## src/core/rxsa_defs.svh

```systemverilog
// Purpose: Register indices, field positions, reset values and counts
//          for the receive framer Sa capture and control registers.
// Assumes: Index is the printed offset; byte address is four times it.
// Notes:   Definitions only; include by bare name.
`ifndef RXSA_DEFS_SVH
`define RXSA_DEFS_SVH

// ************************************************************
// Register indices (byte address = index * 4)
// ************************************************************
`define RXSA_IDX_REMOTE_ALARM 10'h068
`define RXSA_IDX_SA4          10'h069
`define RXSA_IDX_SA5          10'h06a
`define RXSA_IDX_SA6          10'h06b
`define RXSA_IDX_SA7          10'h06c
`define RXSA_IDX_SA8          10'h06d
`define RXSA_IDX_LAST_SA      10'h06e
`define RXSA_IDX_SA6_CODE     10'h06f
`define RXSA_IDX_MASTER_MODE  10'h080
`define RXSA_IDX_CONTROL_ONE  10'h081

// ************************************************************
// Master mode fields
// ************************************************************
`define RXSA_MM_ENABLE        7
`define RXSA_MM_INIT_DONE     6
`define RXSA_MM_SOFT_RESET    1
`define RXSA_MM_STANDARD      0
`define RXSA_MM_WRITE_MASK    8'hc3
`define RXSA_MM_RESET         8'h00

// ************************************************************
// Receive control one fields (T1 meaning)
// ************************************************************
`define RXSA_RC1_SYNC_TIME    7
`define RXSA_RC1_ZERO_SUB     6
`define RXSA_RC1_FRAMING      5
`define RXSA_RC1_RESYNC_CRIT  4
`define RXSA_RC1_SYNC_CRIT    3
`define RXSA_RC1_JAPAN_CRC    2
`define RXSA_RC1_AUTO_DIS     1
`define RXSA_RC1_RESYNC       0
`define RXSA_RC1_RESET        8'h00

// ************************************************************
// Counts
// ************************************************************
`define RXSA_QUALIFY_SHORT    5'h0a
`define RXSA_QUALIFY_LONG     5'h18
`define RXSA_SA6_LAST_SAMPLE  2'h3

`endif

```

## src/core/rxsa_pkg.sv

```systemverilog
// Purpose: Shared types for the receive framer register block.
// Assumes: Constants live in rxsa_defs.svh.
// Notes:   Types only.
package rxsa_pkg;

  // Framer operating state
  typedef enum logic [1:0] {
    st_wait_init = 2'b00,
    st_low_power = 2'b01,
    st_run       = 2'b10,
    st_held      = 2'b11
  } rxsa_run_state_type;

endpackage

```

## src/core/rxsa_odd_capture.sv

```systemverilog
// Purpose: One byte of bits received in the odd frames of a multiframe.
// Assumes: slot is (frame number - 1) / 2 of an odd frame.
// Notes:   Frame 15 lands in bit 7, frame 1 in bit 0.
`timescale 1ns/1ns
`default_nettype none

module rxsa_odd_capture #(
  parameter int WIDTH = 8
) (
  // Clock and reset
  input  wire logic                     pclk,
  input  wire logic                     presetn,
  // Capture
  input  wire logic                     capture,
  input  wire logic [$clog2(WIDTH)-1:0] slot,
  input  wire logic                     bit_in,
  // Stored byte
  output logic      [WIDTH-1:0]         value_reg
);

  logic [WIDTH-1:0] value_next;

  // Replace only the addressed slot
  always_comb begin
    value_next       = value_reg;
    value_next[slot] = bit_in;
  end

  // Older slots keep last multiframe's value until overwritten
  always_ff @(posedge pclk or negedge presetn) begin
    if (!presetn) begin
      value_reg <= '0;
    end else if (capture) begin
      value_reg <= value_next;
    end
  end

endmodule

`default_nettype wire

```

## src/core/rxsa_framer_regs.sv

```systemverilog
// Purpose: APB register group for receive framer Sa capture and control.
// Assumes: Framer datapath inputs are synchronous to pclk.
// Notes:   Zero wait state slave; read data latched in setup cycle.
`timescale 1ns/1ns
`default_nettype none
`include "rxsa_defs.svh"

//Behaviour
//- Remote alarm odd frames into one byte
//- Each Sa4..Sa8 kept per odd frame
//- Last Sa4..Sa8 in bits four to zero
//- Monitored Sa change raises status event
//- Sa6 codeword reported unaligned in bits 3:0
//- Codes 8, A, F as their rotations
//- Codes C, E as their rotations
//- Enable bit gates low power or running
//- Init done starts operation if enabled
//- Soft reset holds receiver, keeps registers
//- Bit zero selects T1 or E1 receive
//- Sync time selects 10 or 24 bits
//- T1 B8ZS decode enable
//- T1 framing ESF or D4 select
//- Resync on OOF or LOS, or OOF
//- D4 search sequential or cross coupled
//- ESF search FPS only or CRC checked
//- Standard or Japanese CRC-6 select
//- Auto resync enable or disable
//- Rising resync bit starts one resync
module rxsa_framer_regs #(
  parameter int ADDR_WIDTH = 12
) (
  // APB slave
  input  wire logic                  pclk,
  input  wire logic                  presetn,
  input  wire logic                  psel,
  input  wire logic                  penable,
  input  wire logic                  pwrite,
  input  wire logic [ADDR_WIDTH-1:0] paddr,
  input  wire logic [31:0]           pwdata,
  input  wire logic [3:0]            pstrb,
  output logic      [31:0]           prdata,
  output logic                       pready,
  output logic                       pslverr,
  // Received frame bits from the framer datapath
  input  wire logic                  odd_frame_strobe,
  input  wire logic [3:0]            frame_number,
  input  wire logic                  remote_alarm_bit,
  input  wire logic [4:0]            national_bits,
  input  wire logic [4:0]            national_bit_monitor_mask,
  // Resync causes
  input  wire logic                  oof_event,
  input  wire logic                  los_event,
  // Receive control toward the framer
  output logic                       framer_active,
  output logic                       framer_low_power,
  output logic                       receiver_soft_reset,
  output logic                       rx_line_standard_select,
  output logic                       sync_qualify_length,
  output logic      [4:0]            sync_qualify_count,
  output logic                       rx_zero_substitution_enable,
  output logic                       rx_framing_format_select,
  output logic                       auto_resync_criteria,
  output logic                       sync_search_criteria,
  output logic                       japanese_crc_select,
  output logic                       auto_resync_disable,
  output logic                       resync_start,
  output logic                       auto_resync_request,
  output logic                       national_change_event
);

  // ************************************************************
  // Declarations
  // ************************************************************
  logic [7:0]                    master_mode_reg;
  logic [7:0]                    control_one_reg;
  logic [31:0]                   prdata_reg;
  logic [4:0]                    last_sa_reg;
  logic [3:0]                    sa6_shift_reg;
  logic [3:0]                    sa6_code_reg;
  logic [1:0]                    sa6_count_reg;
  logic                          resync_pulse_reg;
  logic                          change_pulse_reg;
  logic                          auto_req_reg;
  rxsa_pkg::rxsa_run_state_type  state_reg;
  rxsa_pkg::rxsa_run_state_type  state_next;
  logic [7:0]                    odd_bytes [0:5];
  logic [5:0]                    capture_bits;

  // ************************************************************
  // APB decode
  // ************************************************************
  // Low address bits ignored; every register is one aligned word
  wire [9:0]  reg_index  = paddr[11:2];
  wire        setup_ph   = psel & ~penable;
  wire        access_ph  = psel & penable;
  wire        lane_zero  = pstrb[0];
  wire        hit_ra     = (reg_index == `RXSA_IDX_REMOTE_ALARM);
  wire        hit_sa4    = (reg_index == `RXSA_IDX_SA4);
  wire        hit_sa5    = (reg_index == `RXSA_IDX_SA5);
  wire        hit_sa6    = (reg_index == `RXSA_IDX_SA6);
  wire        hit_sa7    = (reg_index == `RXSA_IDX_SA7);
  wire        hit_sa8    = (reg_index == `RXSA_IDX_SA8);
  wire        hit_last   = (reg_index == `RXSA_IDX_LAST_SA);
  wire        hit_code   = (reg_index == `RXSA_IDX_SA6_CODE);
  wire        hit_mm     = (reg_index == `RXSA_IDX_MASTER_MODE);
  wire        hit_rc1    = (reg_index == `RXSA_IDX_CONTROL_ONE);
  wire        hit_any    = hit_ra | hit_sa4 | hit_sa5 | hit_sa6 | hit_sa7
                         | hit_sa8 | hit_last | hit_code | hit_mm | hit_rc1;
  wire        wr_mm      = access_ph & pwrite & hit_mm & lane_zero;
  wire        wr_rc1     = access_ph & pwrite & hit_rc1 & lane_zero;

  // Handshake answers are combinational: no wait states
  assign pready  = 1'b1;
  assign pslverr = access_ph & ~hit_any;
  assign prdata  = prdata_reg;

  // Read mux; status bytes sit in the low lane, the rest reads zero
  wire [7:0] read_byte =
      hit_ra   ? odd_bytes[5] :
      hit_sa4  ? odd_bytes[4] :
      hit_sa5  ? odd_bytes[3] :
      hit_sa6  ? odd_bytes[2] :
      hit_sa7  ? odd_bytes[1] :
      hit_sa8  ? odd_bytes[0] :
      hit_last ? {3'h0, last_sa_reg} :
      hit_code ? {4'h0, sa6_code_reg} :
      hit_mm   ? master_mode_reg :
      hit_rc1  ? control_one_reg :
                 8'h00;

  // Latch read data in setup so it is steady through access
  always_ff @(posedge pclk or negedge presetn) begin
    if (!presetn) begin
      prdata_reg <= 32'h0000_0000;
    end else if (setup_ph && !pwrite) begin
      prdata_reg <= {24'h00_0000, read_byte};
    end
  end

  // ************************************************************
  // Control registers
  // ************************************************************
  // Reserved master mode bits never store, so they read zero
  wire [7:0] mm_next = pwdata[7:0] & `RXSA_MM_WRITE_MASK;

  // Soft reset leaves these alone; only presetn clears them
  always_ff @(posedge pclk or negedge presetn) begin
    if (!presetn) begin
      master_mode_reg <= `RXSA_MM_RESET;
      control_one_reg <= `RXSA_RC1_RESET;
    end else begin
      if (wr_mm) begin
        master_mode_reg <= mm_next;
      end
      if (wr_rc1) begin
        control_one_reg <= pwdata[7:0];
      end
    end
  end

  wire mm_enable = master_mode_reg[`RXSA_MM_ENABLE];
  wire mm_init   = master_mode_reg[`RXSA_MM_INIT_DONE];
  wire mm_srst   = master_mode_reg[`RXSA_MM_SOFT_RESET];
  wire mm_e1     = master_mode_reg[`RXSA_MM_STANDARD];
  wire t1_mode   = ~mm_e1;

  // ************************************************************
  // Operating state
  // ************************************************************
  // Enable is only looked at once init done is up
  always_comb begin
    state_next = state_reg;
    case (state_reg)
      rxsa_pkg::st_wait_init: begin
        if (mm_init) begin
          state_next = mm_enable ? rxsa_pkg::st_run
                                 : rxsa_pkg::st_low_power;
        end
      end
      rxsa_pkg::st_low_power: begin
        if (!mm_init) begin
          state_next = rxsa_pkg::st_wait_init;
        end else if (mm_enable) begin
          state_next = rxsa_pkg::st_run;
        end
      end
      rxsa_pkg::st_run: begin
        if (!mm_init) begin
          state_next = rxsa_pkg::st_wait_init;
        end else if (!mm_enable) begin
          state_next = rxsa_pkg::st_low_power;
        end else if (mm_srst) begin
          state_next = rxsa_pkg::st_held;
        end
      end
      rxsa_pkg::st_held: begin
        // Level sensitive: stays held while the bit is high
        if (!mm_srst) begin
          state_next = (mm_enable && mm_init) ? rxsa_pkg::st_run
                                              : rxsa_pkg::st_wait_init;
        end
      end
      default: begin
        state_next = rxsa_pkg::st_wait_init;
      end
    endcase
  end

  always_ff @(posedge pclk or negedge presetn) begin
    if (!presetn) begin
      state_reg <= rxsa_pkg::st_wait_init;
    end else begin
      state_reg <= state_next;
    end
  end

  wire running = (state_reg == rxsa_pkg::st_run);

  // Mode outputs follow the stored bits; framer_active follows the run state
  assign framer_active           = running;
  assign framer_low_power        = ~mm_enable;
  assign receiver_soft_reset     = mm_srst;
  assign rx_line_standard_select = mm_e1;

  // ************************************************************
  // T1 receive controls
  // ************************************************************
  // T1 meanings except auto resync disable and resync are masked off in E1 so they cannot leak across
  assign sync_qualify_length =
      t1_mode & control_one_reg[`RXSA_RC1_SYNC_TIME];
  assign sync_qualify_count  = sync_qualify_length ?
      `RXSA_QUALIFY_LONG : `RXSA_QUALIFY_SHORT;
  assign rx_zero_substitution_enable =
      t1_mode & control_one_reg[`RXSA_RC1_ZERO_SUB];
  assign rx_framing_format_select =
      t1_mode & control_one_reg[`RXSA_RC1_FRAMING];
  assign auto_resync_criteria =
      t1_mode & control_one_reg[`RXSA_RC1_RESYNC_CRIT];
  // Same bit: D4 cross coupling, or ESF CRC-6 confirmation
  assign sync_search_criteria =
      t1_mode & control_one_reg[`RXSA_RC1_SYNC_CRIT];
  assign japanese_crc_select =
      t1_mode & control_one_reg[`RXSA_RC1_JAPAN_CRC];
  assign auto_resync_disable =
      control_one_reg[`RXSA_RC1_AUTO_DIS];

  // Automatic resync cause, OOF always, LOS unless excluded
  wire auto_cause = oof_event | (los_event & ~auto_resync_criteria);
  wire auto_next  = running & ~auto_resync_disable & auto_cause;

  // Resync fires only on a written low-to-high of bit zero
  wire resync_rise = wr_rc1 & pwdata[`RXSA_RC1_RESYNC]
                   & ~control_one_reg[`RXSA_RC1_RESYNC];

  always_ff @(posedge pclk or negedge presetn) begin
    if (!presetn) begin
      resync_pulse_reg <= 1'b0;
      auto_req_reg     <= 1'b0;
    end else begin
      resync_pulse_reg <= resync_rise;
      auto_req_reg     <= auto_next;
    end
  end

  assign resync_start        = resync_pulse_reg;
  assign auto_resync_request = auto_req_reg;

  // ************************************************************
  // Odd frame capture
  // ************************************************************
  // Only odd E1 frames while running; held receiver keeps old bytes
  wire       capture_go = odd_frame_strobe & frame_number[0]
                        & running & mm_e1;
  wire [2:0] odd_slot   = frame_number[3:1];

  // Index 5 remote alarm, 4..0 Sa4..Sa8
  assign capture_bits = {remote_alarm_bit, national_bits};

  generate
    for (genvar g = 0; g < 6; g++) begin : g_odd
      rxsa_odd_capture #(
        .WIDTH(8)
      ) u_capture (
        .pclk     (pclk),
        .presetn  (presetn),
        .capture  (capture_go),
        .slot     (odd_slot),
        .bit_in   (capture_bits[g]),
        .value_reg(odd_bytes[g])
      );
    end
  endgenerate

  // ************************************************************
  // Last Sa bits, change event, Sa6 codeword
  // ************************************************************
  wire [4:0] sa_changed   = (national_bits ^ last_sa_reg)
                          & national_bit_monitor_mask;
  wire       change_hit   = capture_go & (|sa_changed);
  wire       sa6_bit      = national_bits[2];
  wire       sa6_full     = (sa6_count_reg == `RXSA_SA6_LAST_SAMPLE);

  // Sa6 is sampled with no submultiframe alignment, so the
  // report is any rotation of the codeword; decoding is software's
  always_ff @(posedge pclk or negedge presetn) begin
    if (!presetn) begin
      last_sa_reg      <= 5'h00;
      change_pulse_reg <= 1'b0;
      sa6_shift_reg    <= 4'h0;
      sa6_count_reg    <= 2'h0;
      sa6_code_reg     <= 4'h0;
    end else begin
      change_pulse_reg <= change_hit;
      if (capture_go) begin
        last_sa_reg   <= national_bits;
        sa6_shift_reg <= {sa6_shift_reg[2:0], sa6_bit};
        sa6_count_reg <= sa6_count_reg + 2'h1;
        if (sa6_full) begin
          sa6_code_reg <= {sa6_shift_reg[2:0], sa6_bit};
        end
      end
    end
  end

  assign national_change_event = change_pulse_reg;
endmodule

`default_nettype wire

```

## config.mk

```make
export PLATFORM = sky130hd
export DESIGN_NAME = rxsa_framer_regs
export DESIGN_NICKNAME = d
export VERILOG_FILES = /design/src/core/rxsa_pkg.sv /design/src/core/rxsa_odd_capture.sv /design/src/core/rxsa_framer_regs.sv
export VERILOG_INCLUDE_DIRS = /design/src /design/src/core
export SDC_FILE = /design/constraint.sdc
export NUM_CORES = 1
export LEC_CHECK = 0
export ABC_AREA = 1
export BUFFER_PORTS_ARGS = -buffer_cell sky130_fd_sc_hd__buf_4
export CORE_ASPECT_RATIO = 0.6
export CORE_UTILIZATION = 59
export CTS_BUF_LIST = sky130_fd_sc_hd__clkbuf_4
export CTS_CLUSTER_SIZE = 30
export DETAILED_ROUTE_END_ITERATION = 8
export MAX_ROUTING_LAYER = met4
export PLACE_DENSITY_LB_ADDON = 0.25
export RECOVER_POWER = 50
export SLEW_MARGIN = 20
export SYNTH_ARGS = -nofsm -noshare
export SYNTH_HDL_FRONTEND = slang
export SYNTH_SLANG_ARGS = --single-unit
export TNS_END_PERCENT = 100
```

## constraint.sdc

```tcl
create_clock -name pclk -period 3.8 [get_ports pclk]
set_clock_uncertainty 0.2 [all_clocks]
set_input_delay 0.76 -clock pclk [delete_from_list [all_inputs] [get_ports pclk]]
set_output_delay 0.76 -clock pclk [all_outputs]
set_load 0.02 [all_outputs]
```

==> results.json <==
{
  "dr.pass1.iters": 5,
  "total_power_mw": 1.65,
  "clock_latency_ns": 0.44,
  "crit_path_top_delay_cell": "nor2_4",
  "grt_pass1_wl_um": 18300,
  "drc": 0,
  "cts_sinks": 86,
  "final_util": 0.695,
  "finalCritPeriodShare": 0.799,
  "setup_ws_ns": 0.764,
  "finalHoldViolations": 0,
  "drt-total-wl_um": 11200,
  "h-tree-depth": 3,
  "multiInputGateArea_sq_mm": 0.00196,
  "vias": 3968,
  "synth-seq-cells": 86,
  "grt_setup_unrepaired": "no",
  "cts_hold_buf": 0,
  "n_antenna_cell": 0,
  "cts.reportedPaths.clkPinSlew_ns": 0.11,
  "power_density_mw_per_mm2": 321,
  "drv_cap": 1,
  "largest_reg_flops": 48,
  "cp.required_ns": 2.84,
  "yosysTopAreaCellShare": 0.470,
  "grt_overflow": 0,
  "grt_pass1_vias": 3754,
  "totalNegativeSetupSlack_ns": 0,
  "postCtsResizedCells": 0,
  "synthTopCellsByArea": "dfrtp_1 (47%), nand2_1 (12%), buf_4 (5.2%), o21ai_1 (4.6%), inv_1 (4.4%)",
  "detail_route.wl_per_cell_um": 15.3,
  "critical-path-max-stage-delay_ns": 0.33,
  "area_growth_pct": 12.0,
  "ios": 124,
  "drt_iter0_drc": 354,
  "finalSetupViolations": 0,
  "pre_cts_ws_ns": 0.783,
  "hp-class": "flip-flop to flip-flop",
  "layout_common_cells": "nand2_1 (149), dfrtp_1 (86), buf_4 (66)",
  "initial_core_util": 0.620,
  "end_kind": "output port",
  "fmax_ghz": 0.329,
  "viasPerCell": 5.42,
  "post-cts-setup-buffers": 0,
  "rows": 24,
  "p_leak_nw": 2.55,
  "grt_max_degree": 87,
  "grt_use_total": 0.310,
  "routabilityCongestion": 0.937,
  "relSlewSlack": -0.395,
  "cts_tree": "yes",
  "fin_crit_ns": 3.04,
  "cts_buffer_depth": 2,
  "ys_seq_area_frac": 0.470,
  "placed_area_sq_mm": 0.00502,
  "cts_root_buffer": "clkbuf_4",
  "slew_violations": 87,
  "n_fill_cell": 624,
  "critPathBufInv": 4,
  "layout_commonest_cell": "nand2_1",
  "status": "finished, violations left",
  "crit_path_cell_trace": "buf_4 > nor2_4 > inv_2 > nor2_4 > nand2_2 > nor2_2 > inv_2 > nand2_1 > nor3_1 > buf_4",
  "dieArea_sq_mm": 0.00813,
  "dp_hpwl_um": 8320,
  "drive_gt1_frac": 0.210,
  "worstSetupStartpointType": "input pin",
  "coreArea_sq_mm": 0.00739,
  "dieHeight_um": 70.3,
  "antenna_found_initial": 0,
  "ys_types": 43,
  "die-width_um": 116,
  "worstPathMaxFanout": 15,
  "netlist_area_sq_mm": 0.00458,
  "synth_area_leader_cell": "dfrtp_1",
  "regArea_sq_mm": 0.00215,
  "vdd_drop_max_v": 0.000216,
  "drtAntennaViolNets": 0,
  "synth.avg_cell_area_sq_um": 8.15,
  "violations": "max-capacitance violations, max-slew violations",
  "tightest_slew_ns": 2.09,
  "numCtsBuffers": 9,
  "critical_path_arrival_ns": 2.08,
  "crit_family": "simple AND/OR/NAND/NOR gates",
  "stdcell_area_sq_mm": 0.00513,
  "path_class": "input pin to output port",
  "yosys_warnings": 0,
  "finalNetCount": 696,
  "numPortBuffers": 66,
  "syn-instance-count": 562
}
[synth_stat cells, drive strengths merged]
library cell and count:
conb 2, o21a 1, nand3b 2, clkbuf 2
a21oi 6, nor3 11, nand3 22, a2bb2oi 1
nand4 14, ha 1, a22oi 1, o21ai 77
or2 4, dfrtp 86, xor2 2, o211ai 2
o32ai 1, inv 67, and3 1, a22o 1
a21boi 1, a211oi 1, mux2 2, buf 41
nand2 152, nor2 50, and2 1, o2111ai 2
a221oi 4, o22ai 4
[report_power, final]
| part | switching [mW] | internal [mW] |
|---|---|---|
| Sequential | 0.00878 | 0.930 |
| Clock | 0.301 | 0.200 |
| Combinational | 0.136 | 0.0703 |
[layout make-up]
cell class	count	area share
clock buffer	10	0.0146
timing repair buffer	68	0.0983
tap	104	0.0254
multi-input combinational	392	0.383
inverter	67	0.0495
sequential	86	0.419
clock inverter	5	0.0100
[kinds of logic (layout without fill, tap and decap cells)]
| logic type | Yosys count | count (layout) | share of synthesized area |
|---|---|---|---|
| fa+ha+maj | 1 | 1 | 0.00273 |
| mux | 2 | 2 | 0.00491 |
| xor+xnor | 2 | 2 | 0.00382 |
| buf+inv | 110 | 150 | 0.121 |
| simple gates | 257 | 257 | 0.267 |
| other cells | 2 | 28 | 0.00164 |
| compound gates | 102 | 102 | 0.130 |
| flops | 86 | 86 | 0.470 |
[layer usage]
metal / vias to the layer above / share of wire / global-route usage
met5: - / 0 / -
met4: 0 / 0.018 / 0.0897
met3: 25 / 0.079 / 0.0851
li1: 1888 / - / -
met1: 1881 / 0.45 / 0.427
met2: 174 / 0.45 / 0.449
[worst reg2reg max path, delay by kind of cell (launching register included)]
family          cells  cell delay (ns)
simple gates        5             1.79
buf+inv             2             0.29
flops               1             0.42
compound gates      1             0.07
[metrics by stage]
step           hold WS [ns]  std cells
6_report              0.286        732
3_5_place_dp          0.268        717
2_1_floorplan         0.217        588
5_1_grt               0.305        732
3_3_place_gp          0.242        717
4_1_cts               0.291        732
[final timing paths]
check | startpoint | to | cells after the start | slack (ns)
min in group asynchronous | presetn | master_mode_reg[7] | 1 | 0.69
max reg2reg | state_reg[0] | g_odd[4].u_capture.value_reg[5] | 8 | 0.90
max in group asynchronous | presetn | last_sa_reg[2] | 1 | 1.46
max | paddr[11] | pslverr | 10 | 0.76
min | sa6_count_reg[0] | sa6_count_reg[0] | 1 | 0.29
min reg2reg | sa6_count_reg[0] | sa6_count_reg[0] | 1 | 0.29
Power figures use the tool's default switching activity.
